===== src/logic/rbcs_pkg.sv =====
// Package of constants and carrier types for the reset, boot and clock select block.
package rbcs_pkg;

  // Speed select pin codes.
  localparam logic [1:0] SPEED_RESERVED = 2'h0;
  localparam logic [1:0] SPEED_BYPASS   = 2'h1;
  localparam logic [1:0] SPEED_X2       = 2'h2;
  localparam logic [1:0] SPEED_X3       = 2'h3;

  // Ratio readback values.
  localparam logic [1:0] RATIO_BYPASS = 2'h1;
  localparam logic [1:0] RATIO_X2     = 2'h2;
  localparam logic [1:0] RATIO_X3     = 2'h3;
  localparam logic [1:0] RATIO_RESET  = 2'h0;

  // First fetch address after reset when booting from ROM.
  localparam logic [31:0] BOOT_ADDR = 32'h07FFFFFE;

  // Cycles spent in INIT, after the one HELD cycle that follows the synchronised release; the clocks stay stopped through both.
  localparam logic [3:0] INIT_CYCLES = 4'h8;

  // INIT count from which the three strap stages hold real samples again.
  localparam logic [3:0] STRAP_FILL = 4'h2;

  typedef enum logic [1:0] {
    RBCS_HELD,
    RBCS_INIT,
    RBCS_RUN,
    RBCS_DOWN
  } rbcs_state_t;

  // Clock control outputs that travel together.
  typedef struct packed {
    logic       clk_run;
    logic       pll_enable;
    logic       pll_bypass_mode;
    logic [1:0] pll_ratio_readback;
  } rbcs_clk_ctl_t;

  // Registered state of the block, apart from the two reset synchroniser flops.
  typedef struct packed {
    rbcs_state_t   state;
    logic [3:0]    init_cnt;
    logic [1:0]    speed_a;
    logic [1:0]    speed_b;
    logic [1:0]    speed_c;
    logic          code_reserved;
    rbcs_clk_ctl_t ctl;
    logic          sys_reset_n;
    logic          boot_start;
  } rbcs_regs_t;

endpackage


===== src/logic/rbcs_top.sv =====
// Reset release, boot start and processor clock selection for the system services block.
`timescale 1ns/1ps
module rbcs_top (
  // Clock and board reset
  input  wire logic                   clk,
  input  wire logic                   nrst,
  // Strap pins
  input  wire logic [1:0]             speed_sel_pins,
  // Power control
  input  wire logic                   power_down_req,
  // Reset and boot outputs
  output logic                        sys_reset_n,
  output logic                        boot_start,
  output logic [31:0]                 boot_fetch_addr,
  // Clock control outputs
  output rbcs_pkg::rbcs_clk_ctl_t     clk_ctl,
  output logic                        speed_reserved
);

  rbcs_pkg::rbcs_regs_t r_reg;
  rbcs_pkg::rbcs_regs_t r_next;
  logic                 rst_meta_reg;
  logic                 rst_sync_reg;
  logic                 stages_full;

  // Decode the filtered speed code into the clock controls.
  function automatic rbcs_pkg::rbcs_clk_ctl_t decode_speed(input logic [1:0] code,
                                                            input logic       run);
    rbcs_pkg::rbcs_clk_ctl_t c;
    c.clk_run            = run;
    c.pll_enable         = 1'b0;
    c.pll_bypass_mode    = 1'b0;
    c.pll_ratio_readback = rbcs_pkg::RATIO_RESET;
    case (code)
      rbcs_pkg::SPEED_BYPASS: begin
        c.pll_bypass_mode    = 1'b1;
        c.pll_ratio_readback = rbcs_pkg::RATIO_BYPASS;
      end
      rbcs_pkg::SPEED_X2: begin
        c.pll_enable         = run;
        c.pll_ratio_readback = rbcs_pkg::RATIO_X2;
      end
      rbcs_pkg::SPEED_X3: begin
        c.pll_enable         = run;
        c.pll_ratio_readback = rbcs_pkg::RATIO_X3;
      end
      default: begin
        c.clk_run = 1'b0;
      end
    endcase
    return c;
  endfunction

  // two-flop release
  // The pin asserts the internal reset at once; only its release waits two edges.
  always_ff @(posedge clk or negedge nrst) begin
    if (!nrst) begin
      rst_meta_reg <= 1'b0;
      rst_sync_reg <= 1'b0;
    end else begin
      rst_meta_reg <= 1'b1;
      rst_sync_reg <= rst_meta_reg;
    end
  end

  always_comb begin
    r_next = r_reg;
    r_next.boot_start = 1'b0;
    // Straps pass three flops; a change counts once the last two agree.
    // A one-cycle glitch never sits in both of the last two stages at once,
    // so it is never decoded.
    r_next.speed_a = speed_sel_pins;
    r_next.speed_b = r_reg.speed_a;
    r_next.speed_c = r_reg.speed_b;
    case (r_reg.state)
      rbcs_pkg::RBCS_HELD: begin
        r_next.state    = rbcs_pkg::RBCS_INIT;
        r_next.init_cnt = 4'h0;
      end
      rbcs_pkg::RBCS_INIT: begin
        r_next.init_cnt = r_reg.init_cnt + 4'h1;
        if (r_reg.init_cnt == rbcs_pkg::INIT_CYCLES - 4'h1) begin
          r_next.state       = rbcs_pkg::RBCS_RUN;
          r_next.sys_reset_n = 1'b1;
          r_next.boot_start  = 1'b1;
        end
      end
      rbcs_pkg::RBCS_RUN: begin
        if (power_down_req) begin
          r_next.state = rbcs_pkg::RBCS_DOWN;
        end
      end
      rbcs_pkg::RBCS_DOWN: begin
        if (!power_down_req) begin
          r_next.state = rbcs_pkg::RBCS_RUN;
        end
      end
      default: begin
        r_next.state = rbcs_pkg::RBCS_HELD;
      end
    endcase
    if (stages_full && r_reg.speed_b == r_reg.speed_c) begin
      r_next.ctl           = decode_speed(r_reg.speed_c, r_next.state == rbcs_pkg::RBCS_RUN);
      r_next.code_reserved = r_reg.speed_c == rbcs_pkg::SPEED_RESERVED;
    end else begin
      // While the stages disagree the settled code stays; only the run gating follows.
      r_next.ctl.clk_run    = r_next.state == rbcs_pkg::RBCS_RUN && r_reg.ctl.clk_run;
      r_next.ctl.pll_enable = r_next.ctl.clk_run && r_reg.ctl.pll_enable;
    end
  end

  always_ff @(posedge clk) begin
    if (!nrst || !rst_sync_reg) begin
      r_reg <= '0;
    end else begin
      r_reg <= r_next;
    end
  end

  assign sys_reset_n     = r_reg.sys_reset_n;
  assign boot_start      = r_reg.boot_start;
  assign boot_fetch_addr = rbcs_pkg::BOOT_ADDR;
  assign clk_ctl         = r_reg.ctl;
  assign speed_reserved  = r_reg.code_reserved;

  // The strap stages hold reset zeros until a few INIT edges have refilled them; a decode
  // before that would flag the reserved code for a moment after every release.
  assign stages_full = r_reg.state == rbcs_pkg::RBCS_RUN || r_reg.state == rbcs_pkg::RBCS_DOWN
                       || (r_reg.state == rbcs_pkg::RBCS_INIT
                           && r_reg.init_cnt >= rbcs_pkg::STRAP_FILL);

  chk_reset_stops_clk: assert property (@(posedge clk)
    !nrst |=> !clk_ctl.clk_run && !clk_ctl.pll_enable && !sys_reset_n)
    else $error("Clock or reset not forced while reset held.");

  chk_release_sync_delay: assert property (@(posedge clk)
    $rose(nrst) |-> !sys_reset_n [*3])
    else $error("Internal reset released without synchronisation.");

  chk_boot_after_init: assert property (@(posedge clk) disable iff (!nrst)
    boot_start |-> sys_reset_n && $rose(sys_reset_n) && boot_fetch_addr == 32'h07FFFFFE)
    else $error("Boot start not tied to reset release.");

  chk_ratio_bypass: assert property (@(posedge clk) disable iff (!nrst)
    clk_ctl.pll_bypass_mode |-> clk_ctl.pll_ratio_readback == 2'h1)
    else $error("Ratio readback not one in bypass.");

  chk_bypass_pll_off: assert property (@(posedge clk) disable iff (!nrst)
    clk_ctl.pll_bypass_mode |-> !clk_ctl.pll_enable)
    else $error("PLL enabled in bypass mode.");

  chk_power_down_off: assert property (@(posedge clk) disable iff (!nrst)
    r_reg.state == rbcs_pkg::RBCS_RUN && power_down_req |=> !clk_ctl.clk_run
      && !clk_ctl.pll_enable)
    else $error("Clock still running in power down.");

  chk_speed_x3: assert property (@(posedge clk) disable iff (!nrst)
    speed_sel_pins == 2'h3 [*4] ##1 r_reg.state == rbcs_pkg::RBCS_RUN && !power_down_req
      |=> clk_ctl.pll_ratio_readback == 2'h3 && clk_ctl.pll_enable)
    else $error("Times three not selected.");

  chk_sync_two_flops: assert property (@(posedge clk)
    !nrst |=> !rst_sync_reg)
    else $error("Internal reset not asserted at once.");

  chk_release_two_edges: assert property (@(posedge clk) disable iff (!nrst)
    $rose(nrst) |-> !rst_sync_reg ##1 !rst_sync_reg ##1 rst_sync_reg)
    else $error("Reset release not delayed by two edges.");

  chk_glitch_filtered: assert property (@(posedge clk) disable iff (!nrst)
    r_reg.speed_b != r_reg.speed_c |=> $stable(clk_ctl.pll_ratio_readback)
      && $stable(clk_ctl.pll_bypass_mode) && $stable(speed_reserved))
    else $error("Unsettled strap code reached the clock controls.");

  chk_reserved_no_clock: assert property (@(posedge clk) disable iff (!nrst)
    speed_reserved |-> !clk_ctl.clk_run && !clk_ctl.pll_enable)
    else $error("Clock running on the reserved speed code.");

  chk_pll_ratio_factor: assert property (@(posedge clk) disable iff (!nrst)
    clk_ctl.pll_enable |-> clk_ctl.pll_ratio_readback == 2'h2 || clk_ctl.pll_ratio_readback == 2'h3)
    else $error("Ratio readback not the multiply factor.");

  chk_pll_needs_run: assert property (@(posedge clk) disable iff (!nrst)
    clk_ctl.pll_enable |-> clk_ctl.clk_run)
    else $error("PLL enabled while the internal clock is off.");

  chk_down_holds_off: assert property (@(posedge clk) disable iff (!nrst)
    r_reg.state == rbcs_pkg::RBCS_DOWN |-> !clk_ctl.clk_run && !clk_ctl.pll_enable)
    else $error("Clock running while powered down.");

  chk_boot_one_cycle: assert property (@(posedge clk) disable iff (!nrst)
    boot_start |=> !boot_start)
    else $error("Boot start pulse longer than one cycle.");

  cov_boot: cover property (@(posedge clk) disable iff (!nrst) boot_start);
  cov_bypass: cover property (@(posedge clk) disable iff (!nrst) clk_ctl.pll_bypass_mode
    && clk_ctl.clk_run);
  cov_x2: cover property (@(posedge clk) disable iff (!nrst)
    clk_ctl.pll_ratio_readback == 2'h2 && clk_ctl.pll_enable);
  cov_down: cover property (@(posedge clk) disable iff (!nrst)
    r_reg.state == rbcs_pkg::RBCS_DOWN);
  cov_x3: cover property (@(posedge clk) disable iff (!nrst)
    clk_ctl.pll_ratio_readback == 2'h3 && clk_ctl.pll_enable);

endmodule // rbcs_top


===== config.mk =====
export PLATFORM = sky130hd
export DESIGN_NAME = rbcs_top
export DESIGN_NICKNAME = d
export VERILOG_FILES = /design/src/logic/rbcs_pkg.sv /design/src/logic/rbcs_top.sv
export SDC_FILE = /design/constraint.sdc
export NUM_CORES = 1
export LEC_CHECK = 0
export BUFFER_PORTS_ARGS = -buffer_cell sky130_fd_sc_hd__buf_2
export CORE_ASPECT_RATIO = 0.8
export CORE_MARGIN = 5
export CORE_UTILIZATION = 43
export DETAILED_ROUTE_END_ITERATION = 7
export GPL_TIMING_DRIVEN = 0
export PLACE_DENSITY = 0.85
export SLEW_MARGIN = 15
export SYNTH_ARGS = -nofsm -noshare
export SYNTH_HDL_FRONTEND = slang
export SYNTH_SLANG_ARGS = --single-unit

===== constraint.sdc =====
create_clock -name clk -period 1.5 [get_ports clk]
set_clock_uncertainty 0.05 [all_clocks]
set_input_delay 0.375 -clock clk [delete_from_list [all_inputs] [get_ports clk]]
set_output_delay 0.375 -clock clk [all_outputs]
set_load 0.01 [all_outputs]

==> results.md, run 1 <==
- The flow ran to the end, but the final reports show violations.
- The checks that failed: negative setup slack.
- The gate count of the mapped netlist is around 130.
- Once layout is complete, the utilization of the core stands at a little under three fifths.
- The worst slack after detailed placement is -0.153 ns.
- The count of warnings emitted by yosys is 0.
- The first global-routing pass estimated between 3000 and 4000 microns of wire.
- 0 antenna diodes ended up in the layout.
- The share of total power dissipated in the clock network is 27.0%.
- The biggest cell delay along the critical path is slightly below 0.4 ns.
- The largest individual stage delay along the critical path comes from the cell sky130_fd_sc_hd__dfxtp_4.
- At the end of routability-driven placement, the weighted congestion stood at 0.787.
- Across every metal layer, demand over resource in global routing totals ~11%.
- STA classifies the critical path startpoint as a flip-flop.
- The CTS tree is done.
- In the routed design, unresolved DRC markers number 0.
- Clock latency on the worst-skew pair, taken at its later pin, is approximately 0.3 ns.
- The post-synthesis async set-or-reset flop share is 9.09%.
- Dividing the detail-routed wire length by the instance count gives 9.42 microns.
- The placed instances occupy a cell area of about 1400 sq um.
- The final number of hold-violating endpoints is 0.
- The detail-routed via count per cell is a little over 4.
- The portion of total power attributed to combinational logic is between 10 and 15%.
- By startpoint and endpoint, the worst setup path is classified as flip-flop to flip-flop.
- The number of clock sinks seen by CTS is 22.
- The count of vias placed by the detailed router is about 900.
- The floorplan step defined a die boundary enclosing ~3900 sq um.
- IR analysis of the VDD net gives a maximum drop of roughly 0.00070 V.
- The post-route cell area is roughly 1500 sq um.
- On the final layout, the worst hold slack is 0.256 ns.
- The data required time at the worst endpoint is 1.66 ns.
- For this block, wires on met1 add up to ~940 microns.
- The floorplan has 17 rows.
- The floorplan step defined a core boundary enclosing 2700 sq um.
- The minimum period implied by the final worst setup slack is between 1.5 and 2 ns.
- The initial utilization of the core area, before any placement, comes to ~44%.
- In this run the worst path has a maximum fanout of 4.
- Wires add up to 2110 microns.
- The share of the cycle needed by the critical path after routing is 103%.
- The internal cell power is 0.767 mW.
- Summing every instance area after synthesis gives 1190 sq um.
- The detailed-router iteration count before antenna repair is 4.
- The count of flip-flops with a built-in enable after synthesis is 0.
- The tool flagged a number of max-cap violations equal to 0.
- The worst path buffer plus inverter count is 0.
- The number of nets with antenna violations after detailed routing is 0.
- The layout-stage area growth over the synthesis result is 29.0%.
- The number of top-level pins is 45.
- The net switching power is around 0.25 mW.
- The via count of the first global-routing pass is about 810.
- The flip-flop count of the largest register after layout is 8.
- After synthesis, the mean cell area works out to 8.97 sq um.
- The routed design uses just over 1000 microns of met2 wire.
- Derived from the worst setup path, the maximum achievable clock frequency is between 600 and 700 MHz.
- The number of failing setup endpoints in the final timing report is 1.
- The number of antenna violations at the first check in global routing is 0.
- Entering global routing, the biggest net connects 13 pins.
- The critical path capture point type is a flip-flop.
- The sum of met3 wire segment lengths after detailed routing is approximately 140 microns.
- The buffer levels on the longest clock path is 2.
- Total power for the finished layout comes to a little over 1 mW.
- The sequential cell area fraction in the yosys report is between 30% and 40%.
- The smallest setup slack after layout is -0.0413 ns.
- Of the cells placed in the final design, the portion with a size suffix greater than 1 is about two fifths.
- The uppermost metal layer occupied by signal nets is met4.
- The tree is rooted in a sky130_fd_sc_hd__clkbuf_4.
- The power share of the sequential group is about three fifths.
- The flop and latch count out of synthesis is 22.
- In this run switching power makes up 24.3% of total power.
- The HPWL after detailed placement is ~1500 microns.
- Setup repair after global routing could not meet its margin everywhere.
- STA puts the critical path data arrival time at 1.70 ns.
- Traced cell by cell, the critical path runs through ha_4 -> o41ai_4 -> a21bo_2 -> nor2_2 -> o221a_2.
- In the final design database the tool counted between 150 and 200 nets.
- The global route total overflow is 0.
- The number of different library cells used by synthesis comes to 37.
- The clock-pin transition on the worst setup and hold timing paths is 0.12 ns.
- The height of the chip is 57.1 microns.
- The power per cell area is 659 nW/um^2.
- The count of buffers added on input and output ports is 12.
- The most used flip-flop cell after synthesis is sky130_fd_sc_hd__dfxtp_1.
- The number of levels the H-tree was split into is 1.
- The total count of max-transition violations in the final report is 0.
- The number of buffers added by the clock tree synthesis step is 3.
- The leakage power total is about 0.74 nW.
- The kind of cell with the highest combined delay on the critical path is compound AO/OA/AOI/OAI gates.
- The count of routing violations after the opening detailed-route iteration is 58.
- The die is between 60 and 70 microns wide.
- The worst hold path class is input port to flip-flop.
-- area by class of cell --
| cell class | count | area (sq um) |
|---|---|---|
| Clock buffer | 4 | 26.3 |
| Timing Repair Buffer | 18 | 108 |
| Multi-Input combinational cell | 97 | 592 |
| Buffer | 41 | 293 |
| Tap cell | 38 | 47.5 |
| Inverter | 4 | 15.0 |
| Fill cell | 257 | 1160 |
| Sequential cell | 22 | 457 |
-- logic make-up after synthesis --
kind of cell	Yosys count	share of synthesized area, %
buf+inv	45	25.8
simple gates	38	17.3
other cells	2	0.630
xor+xnor	2	1.47
flops	22	37.8
compound gates	22	14.9
fa+ha+maj	2	2.10
-- what timing repair did --
action,CTS,global route
pin swaps,5,3
resized for setup,10,2
setup endpoints to repair,6,6
buffers inserted,5,0
endpoints found under the hold margin,2,0
hold buffers,1,0
-- final timing paths --
check                             startpoint      endpoint  slack (ns)  cells past startpoint
max                                r_reg[15]    clk_ctl[4]       -0.04                      5
min                        speed_sel_pins[1]    r_next[11]        0.26                      2
max reg2reg                        r_reg[15]    clk_ctl[4]       -0.04                      5
min reg2reg                     rst_meta_reg  rst_sync_reg        0.31                      0
max in group asynchronous               nrst  rst_sync_reg        0.87                      2
min in group asynchronous               nrst  rst_meta_reg        0.41                      2
-- cells in the mapped netlist, types with 2 or more instances --
master | n | share of area, %
sky130_fd_sc_hd__clkbuf_1 | 3 | 0.94
sky130_fd_sc_hd__o21ai_0 | 2 | 0.84
sky130_fd_sc_hd__nor2b_1 | 2 | 1.0
sky130_fd_sc_hd__inv_1 | 4 | 1.3
sky130_fd_sc_hd__nand2_1 | 4 | 1.3
sky130_fd_sc_hd__nor3_1 | 4 | 1.7
sky130_fd_sc_hd__nand3_1 | 3 | 1.3
sky130_fd_sc_hd__and3_1 | 5 | 2.6
sky130_fd_sc_hd__dfxtp_1 | 20 | 34
sky130_fd_sc_hd__conb_1 | 2 | 0.63
sky130_fd_sc_hd__a21oi_1 | 8 | 3.4
sky130_fd_sc_hd__xnor2_1 | 2 | 1.5
sky130_fd_sc_hd__nor2_1 | 12 | 3.8
sky130_fd_sc_hd__ha_1 | 2 | 2.1
sky130_fd_sc_hd__dfrtp_1 | 2 | 4.2
sky130_fd_sc_hd__buf_4 | 37 | 23
-- routing by layer --
metal	track usage (%)	vias to the layer above
met3	4.33	2
li1	-	486
met1	14.3	400
met5	0	-
met4	1.67	0
met2	18.2	23
-- metrics by stage --
stage	instances	setup TNS, ns
after floorplan	164	-0.0123
after global placement	214	-0.290
after detailed placement	214	-0.466
after CTS	224	-0.0366
after global routing	224	-0.308
final	224	-0.0413
-- layout by cell type, fill, tap and decap left out, types with 2 or more instances in the layout --
cell	n
sky130_fd_sc_hd__clkbuf_4	3
sky130_fd_sc_hd__nor2b_1	2
sky130_fd_sc_hd__nand2_1	4
sky130_fd_sc_hd__dfxtp_2	2
sky130_fd_sc_hd__nand3_1	3
sky130_fd_sc_hd__nor3_1	3
sky130_fd_sc_hd__conb_1	33
sky130_fd_sc_hd__dfxtp_1	17
sky130_fd_sc_hd__and3_1	5
sky130_fd_sc_hd__buf_2	12
sky130_fd_sc_hd__a21oi_1	7
sky130_fd_sc_hd__dfrtp_1	2
sky130_fd_sc_hd__xnor2_1	2
sky130_fd_sc_hd__clkbuf_1	4
sky130_fd_sc_hd__o21ai_0	2
sky130_fd_sc_hd__nor2_1	11
sky130_fd_sc_hd__inv_1	3
sky130_fd_sc_hd__buf_4	42
-- power groups by stage --
| stage | sequential, mW | combinational, mW | clock [mW] |
|---|---|---|---|
| after global placement | 0.613 | 0.130 | 0 |
| after floorplan | 0.612 | 0.119 | 0 |
| after global routing | 0.600 | 0.156 | 0.306 |
| final | 0.598 | 0.141 | 0.273 |
| after CTS | 0.598 | 0.137 | 0.284 |
| after detailed placement | 0.614 | 0.131 | 0 |
Note: power is estimated with default switching activity, not from simulation.
==> run 2, diff against run 1 <==
CORE_UTILIZATION = 48   (was 43)
PLACE_DENSITY = 0.89   (was 0.85)
clock period = 1.77 ns   (was 1.5 ns; I/O delays follow)
==> results.md, run 2 (synthesized netlist as in run 1, its figures left out) <==
- Following the worst setup path forward leads to its endpoint at clk_ctl[4].
- The startpoint type of the worst setup path is a flip-flop.
- In the routed design, unresolved DRC markers number 0.
- Once the floorplan was initialized, standard cells occupied roughly half of the core.
- The total area inside the core boundary comes to 2420 sq um.
- Once placement finished, the instance area stood at about 1400 sq um.
- The total count of max-transition violations in the final report is 0.
- In this run the register-to-register setup slack is ~0.11 ns.
- The number of failing setup endpoints in the final timing report is 0.
- Once detail routing completed, the nets flagged for antenna violations numbered 0.
- Setup repair after global routing left no endpoint under its margin.
- The power per cell area is 683 nW/um^2.
- The leading cell type in the layout, fill and taps excluded is sky130_fd_sc_hd__buf_4.
- The worst setup path startpoint is r_reg[14].
- Across the run, the number of max-cap violations was 0.
- The net total in the final layout is about 190.
- The power share of the sequential group is 50.3%.
- Detailed placement finished with a half-perimeter wire length of approximately 1600 microns.
- In this run the vertical extent of the chip is between 50 and 60 microns.
- For this design the total switching power over the nets is approximately 0.22 mW.
- Counting along the longest clock path gives a buffer depth of 2.
- In this run the worst path has a maximum fanout of 5.
- The flip-flop count of the largest register after layout is 8.
- The timing-limited maximum frequency is ~600 MHz.
- TritonCTS created 3 clock buffers.
- The slowest stage of the critical path belongs to the cell sky130_fd_sc_hd__dfxtp_2.
- The number of standard-cell rows in the floorplan is 16.
- After routing, the total negative slack on setup checks comes to 0 ns.
- The run finished with clean final reports.
- The data arrival time at the worst-slack endpoint is 1.83 ns.
- In this run the worst hold path is classified as input port to flip-flop.
- The setup fix buffers added after clock tree synthesis is 0.
- On the worst path, the slowest cell contributes a delay of around 0.38 ns.
- The clock-pin transition on the worst setup and hold timing paths is 0.12 ns.
- The worst hold path passes through 2 cells.
- The global route total overflow is 0.
- The final number of hold-violating endpoints came to 0.
- The number of antenna repair diodes is 0.
- The cell count of the worst reg-to-reg path is 6.
- The clock share of power is 38.2%.
- In this run the number of H-tree levels came out at 1.
- The area growth from synthesis to layout is 24.1%.
- The post-route cell area is 1480 sq um.
- The count of routing violations after the opening detailed-route iteration is 19.
- The critical setup path kind is flip-flop to flip-flop.
- Subtracting the final worst setup slack from the clock period gives between 1.5 and 2 ns.
- The final standard cell utilization of the core is slightly above 60%.
- The global-route wire length before repair is 3350 microns.
- The horizontal die dimension is between 60 and 70 microns.
- The clock insertion delay at the later pin of the skew report is between 0.3 and 0.4 ns.
- The top cell types in the final layout, fill and taps aside, are 37 x sky130_fd_sc_hd__buf_4, 33 x sky130_fd_sc_hd__conb_1, 18 x sky130_fd_sc_hd__dfxtp_1.
- The count of vias placed by the detailed router is ~920.
- The fraction of layout cells with a size suffix above 1 is 35.6%.
- The portion of total power attributed to combinational logic is between 10 and 15%.
- In this run the critical register-to-register path is launched from r_reg[14].
- Of the total power, the share spent switching nets is between 20% and 30%.
- The routability congestion estimate from global placement is about 0.78.
- After detailed routing, the total wire length is about 2100 microns.
- The number of I/O port buffers is 12.
- The clock root buffer is sky130_fd_sc_hd__clkbuf_4.
- The number of filler instances in the final layout is roughly 220.
- The endpoint of the most critical register-to-register path is clk_ctl[4].
- In the final routed layout, each cell accounts on average for between 9 and 10 microns.
- The number of top-level pins is 45.
- The number of antenna violations at the first check in global routing is 0.
- The number of clock sinks seen by CTS is 22.
- TritonCTS built the clock tree.
- The maximum number of pins on one net before global-route repair is 14.
- The overall die area is between 3000 and 4000 sq um.
- The total global-route track usage is about 12%.
- The internal cell power is approximately 0.79 mW.
- The detailed-router iteration count before antenna repair is 4.
- The detail-routed via count per cell is ~4.3.
- The worst-case IR drop observed on VDD is 0.000412 V.
- Of the available clock period, the critical path in the final layout requires approximately 94%.
- Across all hold checks on the routed design, the worst slack comes to slightly above 0.3 ns.
- Traced cell by cell, the critical path runs through inv_1 -> ha_1 -> o41ai_4 -> a21bo_2 -> nor2_1 -> o221a_2.
- The data required time at the worst endpoint is between 1.5 and 2 ns.
- The critical path capture point type is a flip-flop.
- The leakage power total is approximately 0.72 nW.
- The via count of the first global-routing pass came to roughly 750.
- The total power is approximately 1.0 mW.
==> run 2: metal layers <==
layer | up-vias | wire [microns] | global-route usage, %
met5 | - | 0 | 0
met4 | 0 | 12 | 3.45
met3 | 3 | 211 | 5.95
met2 | 33 | 927 | 19.5
met1 | 405 | 945 | 15.1
li1 | 477 | - | -
==> run 2: worst min-delay path by stage <==
stage | from | slack, ns | to
floorplan | nrst | 0.1 | rst_meta_reg
global placement | nrst | 0.21 | rst_meta_reg
detailed placement | nrst | 0.22 | rst_meta_reg
CTS | speed_sel_pins[0] | 0.30 | r_next[10]
global route | speed_sel_pins[0] | 0.27 | r_next[10]
finish | speed_sel_pins[0] | 0.30 | r_next[10]
==> run 2: metrics by stage <==
| stage | std cells | worst slack [ns] |
|---|---|---|
| 2_1_floorplan | 164 | 0.206 |
| 3_3_place_gp | 212 | 0.0923 |
| 3_5_place_dp | 212 | 0.0721 |
| 4_1_cts | 217 | 0.0386 |
| 5_1_grt | 216 | 0.0443 |
| 6_report | 216 | 0.111 |
==> run 2: critical path: cells and delay by family, from the launching register on <==
family	cells	cell delay, ns
fa+ha+maj	1	0.22
compound gates	3	0.79
flops	1	0.38
simple gates	1	0.08
buf+inv	1	0.05
==> run 2: power groups by stage <==
stage / Clock (mW) / Combinational (mW) / Sequential [mW]
6_report: 0.386 / 0.116 / 0.509
5_1_grt: 0.419 / 0.130 / 0.510
4_1_cts: 0.392 / 0.113 / 0.509
3_5_place_dp: 0 / 0.111 / 0.520
3_3_place_gp: 0 / 0.110 / 0.519
2_1_floorplan: 0 / 0.101 / 0.518
==> run 2: area by class of cell <==
cell class	instances	area (sq um)	area share [%]
Multi-Input combinational cell	97	556	37.5
Tap cell	36	45.0	3.04
Clock buffer	3	22.5	1.52
Clock inverter	1	30.0	2.03
Sequential cell	22	453	30.6
Inverter	4	15.0	1.01
Buffer	40	289	19.5
Timing Repair Buffer	13	70.1	4.73
==> run 2: repair_timing <==
action                                  in CTS  in global routing
hold buffers                                 1                  0
endpoints found under the setup margin       0                  3
hold endpoints to repair                     2                  0
gates resized for setup                      0                  4
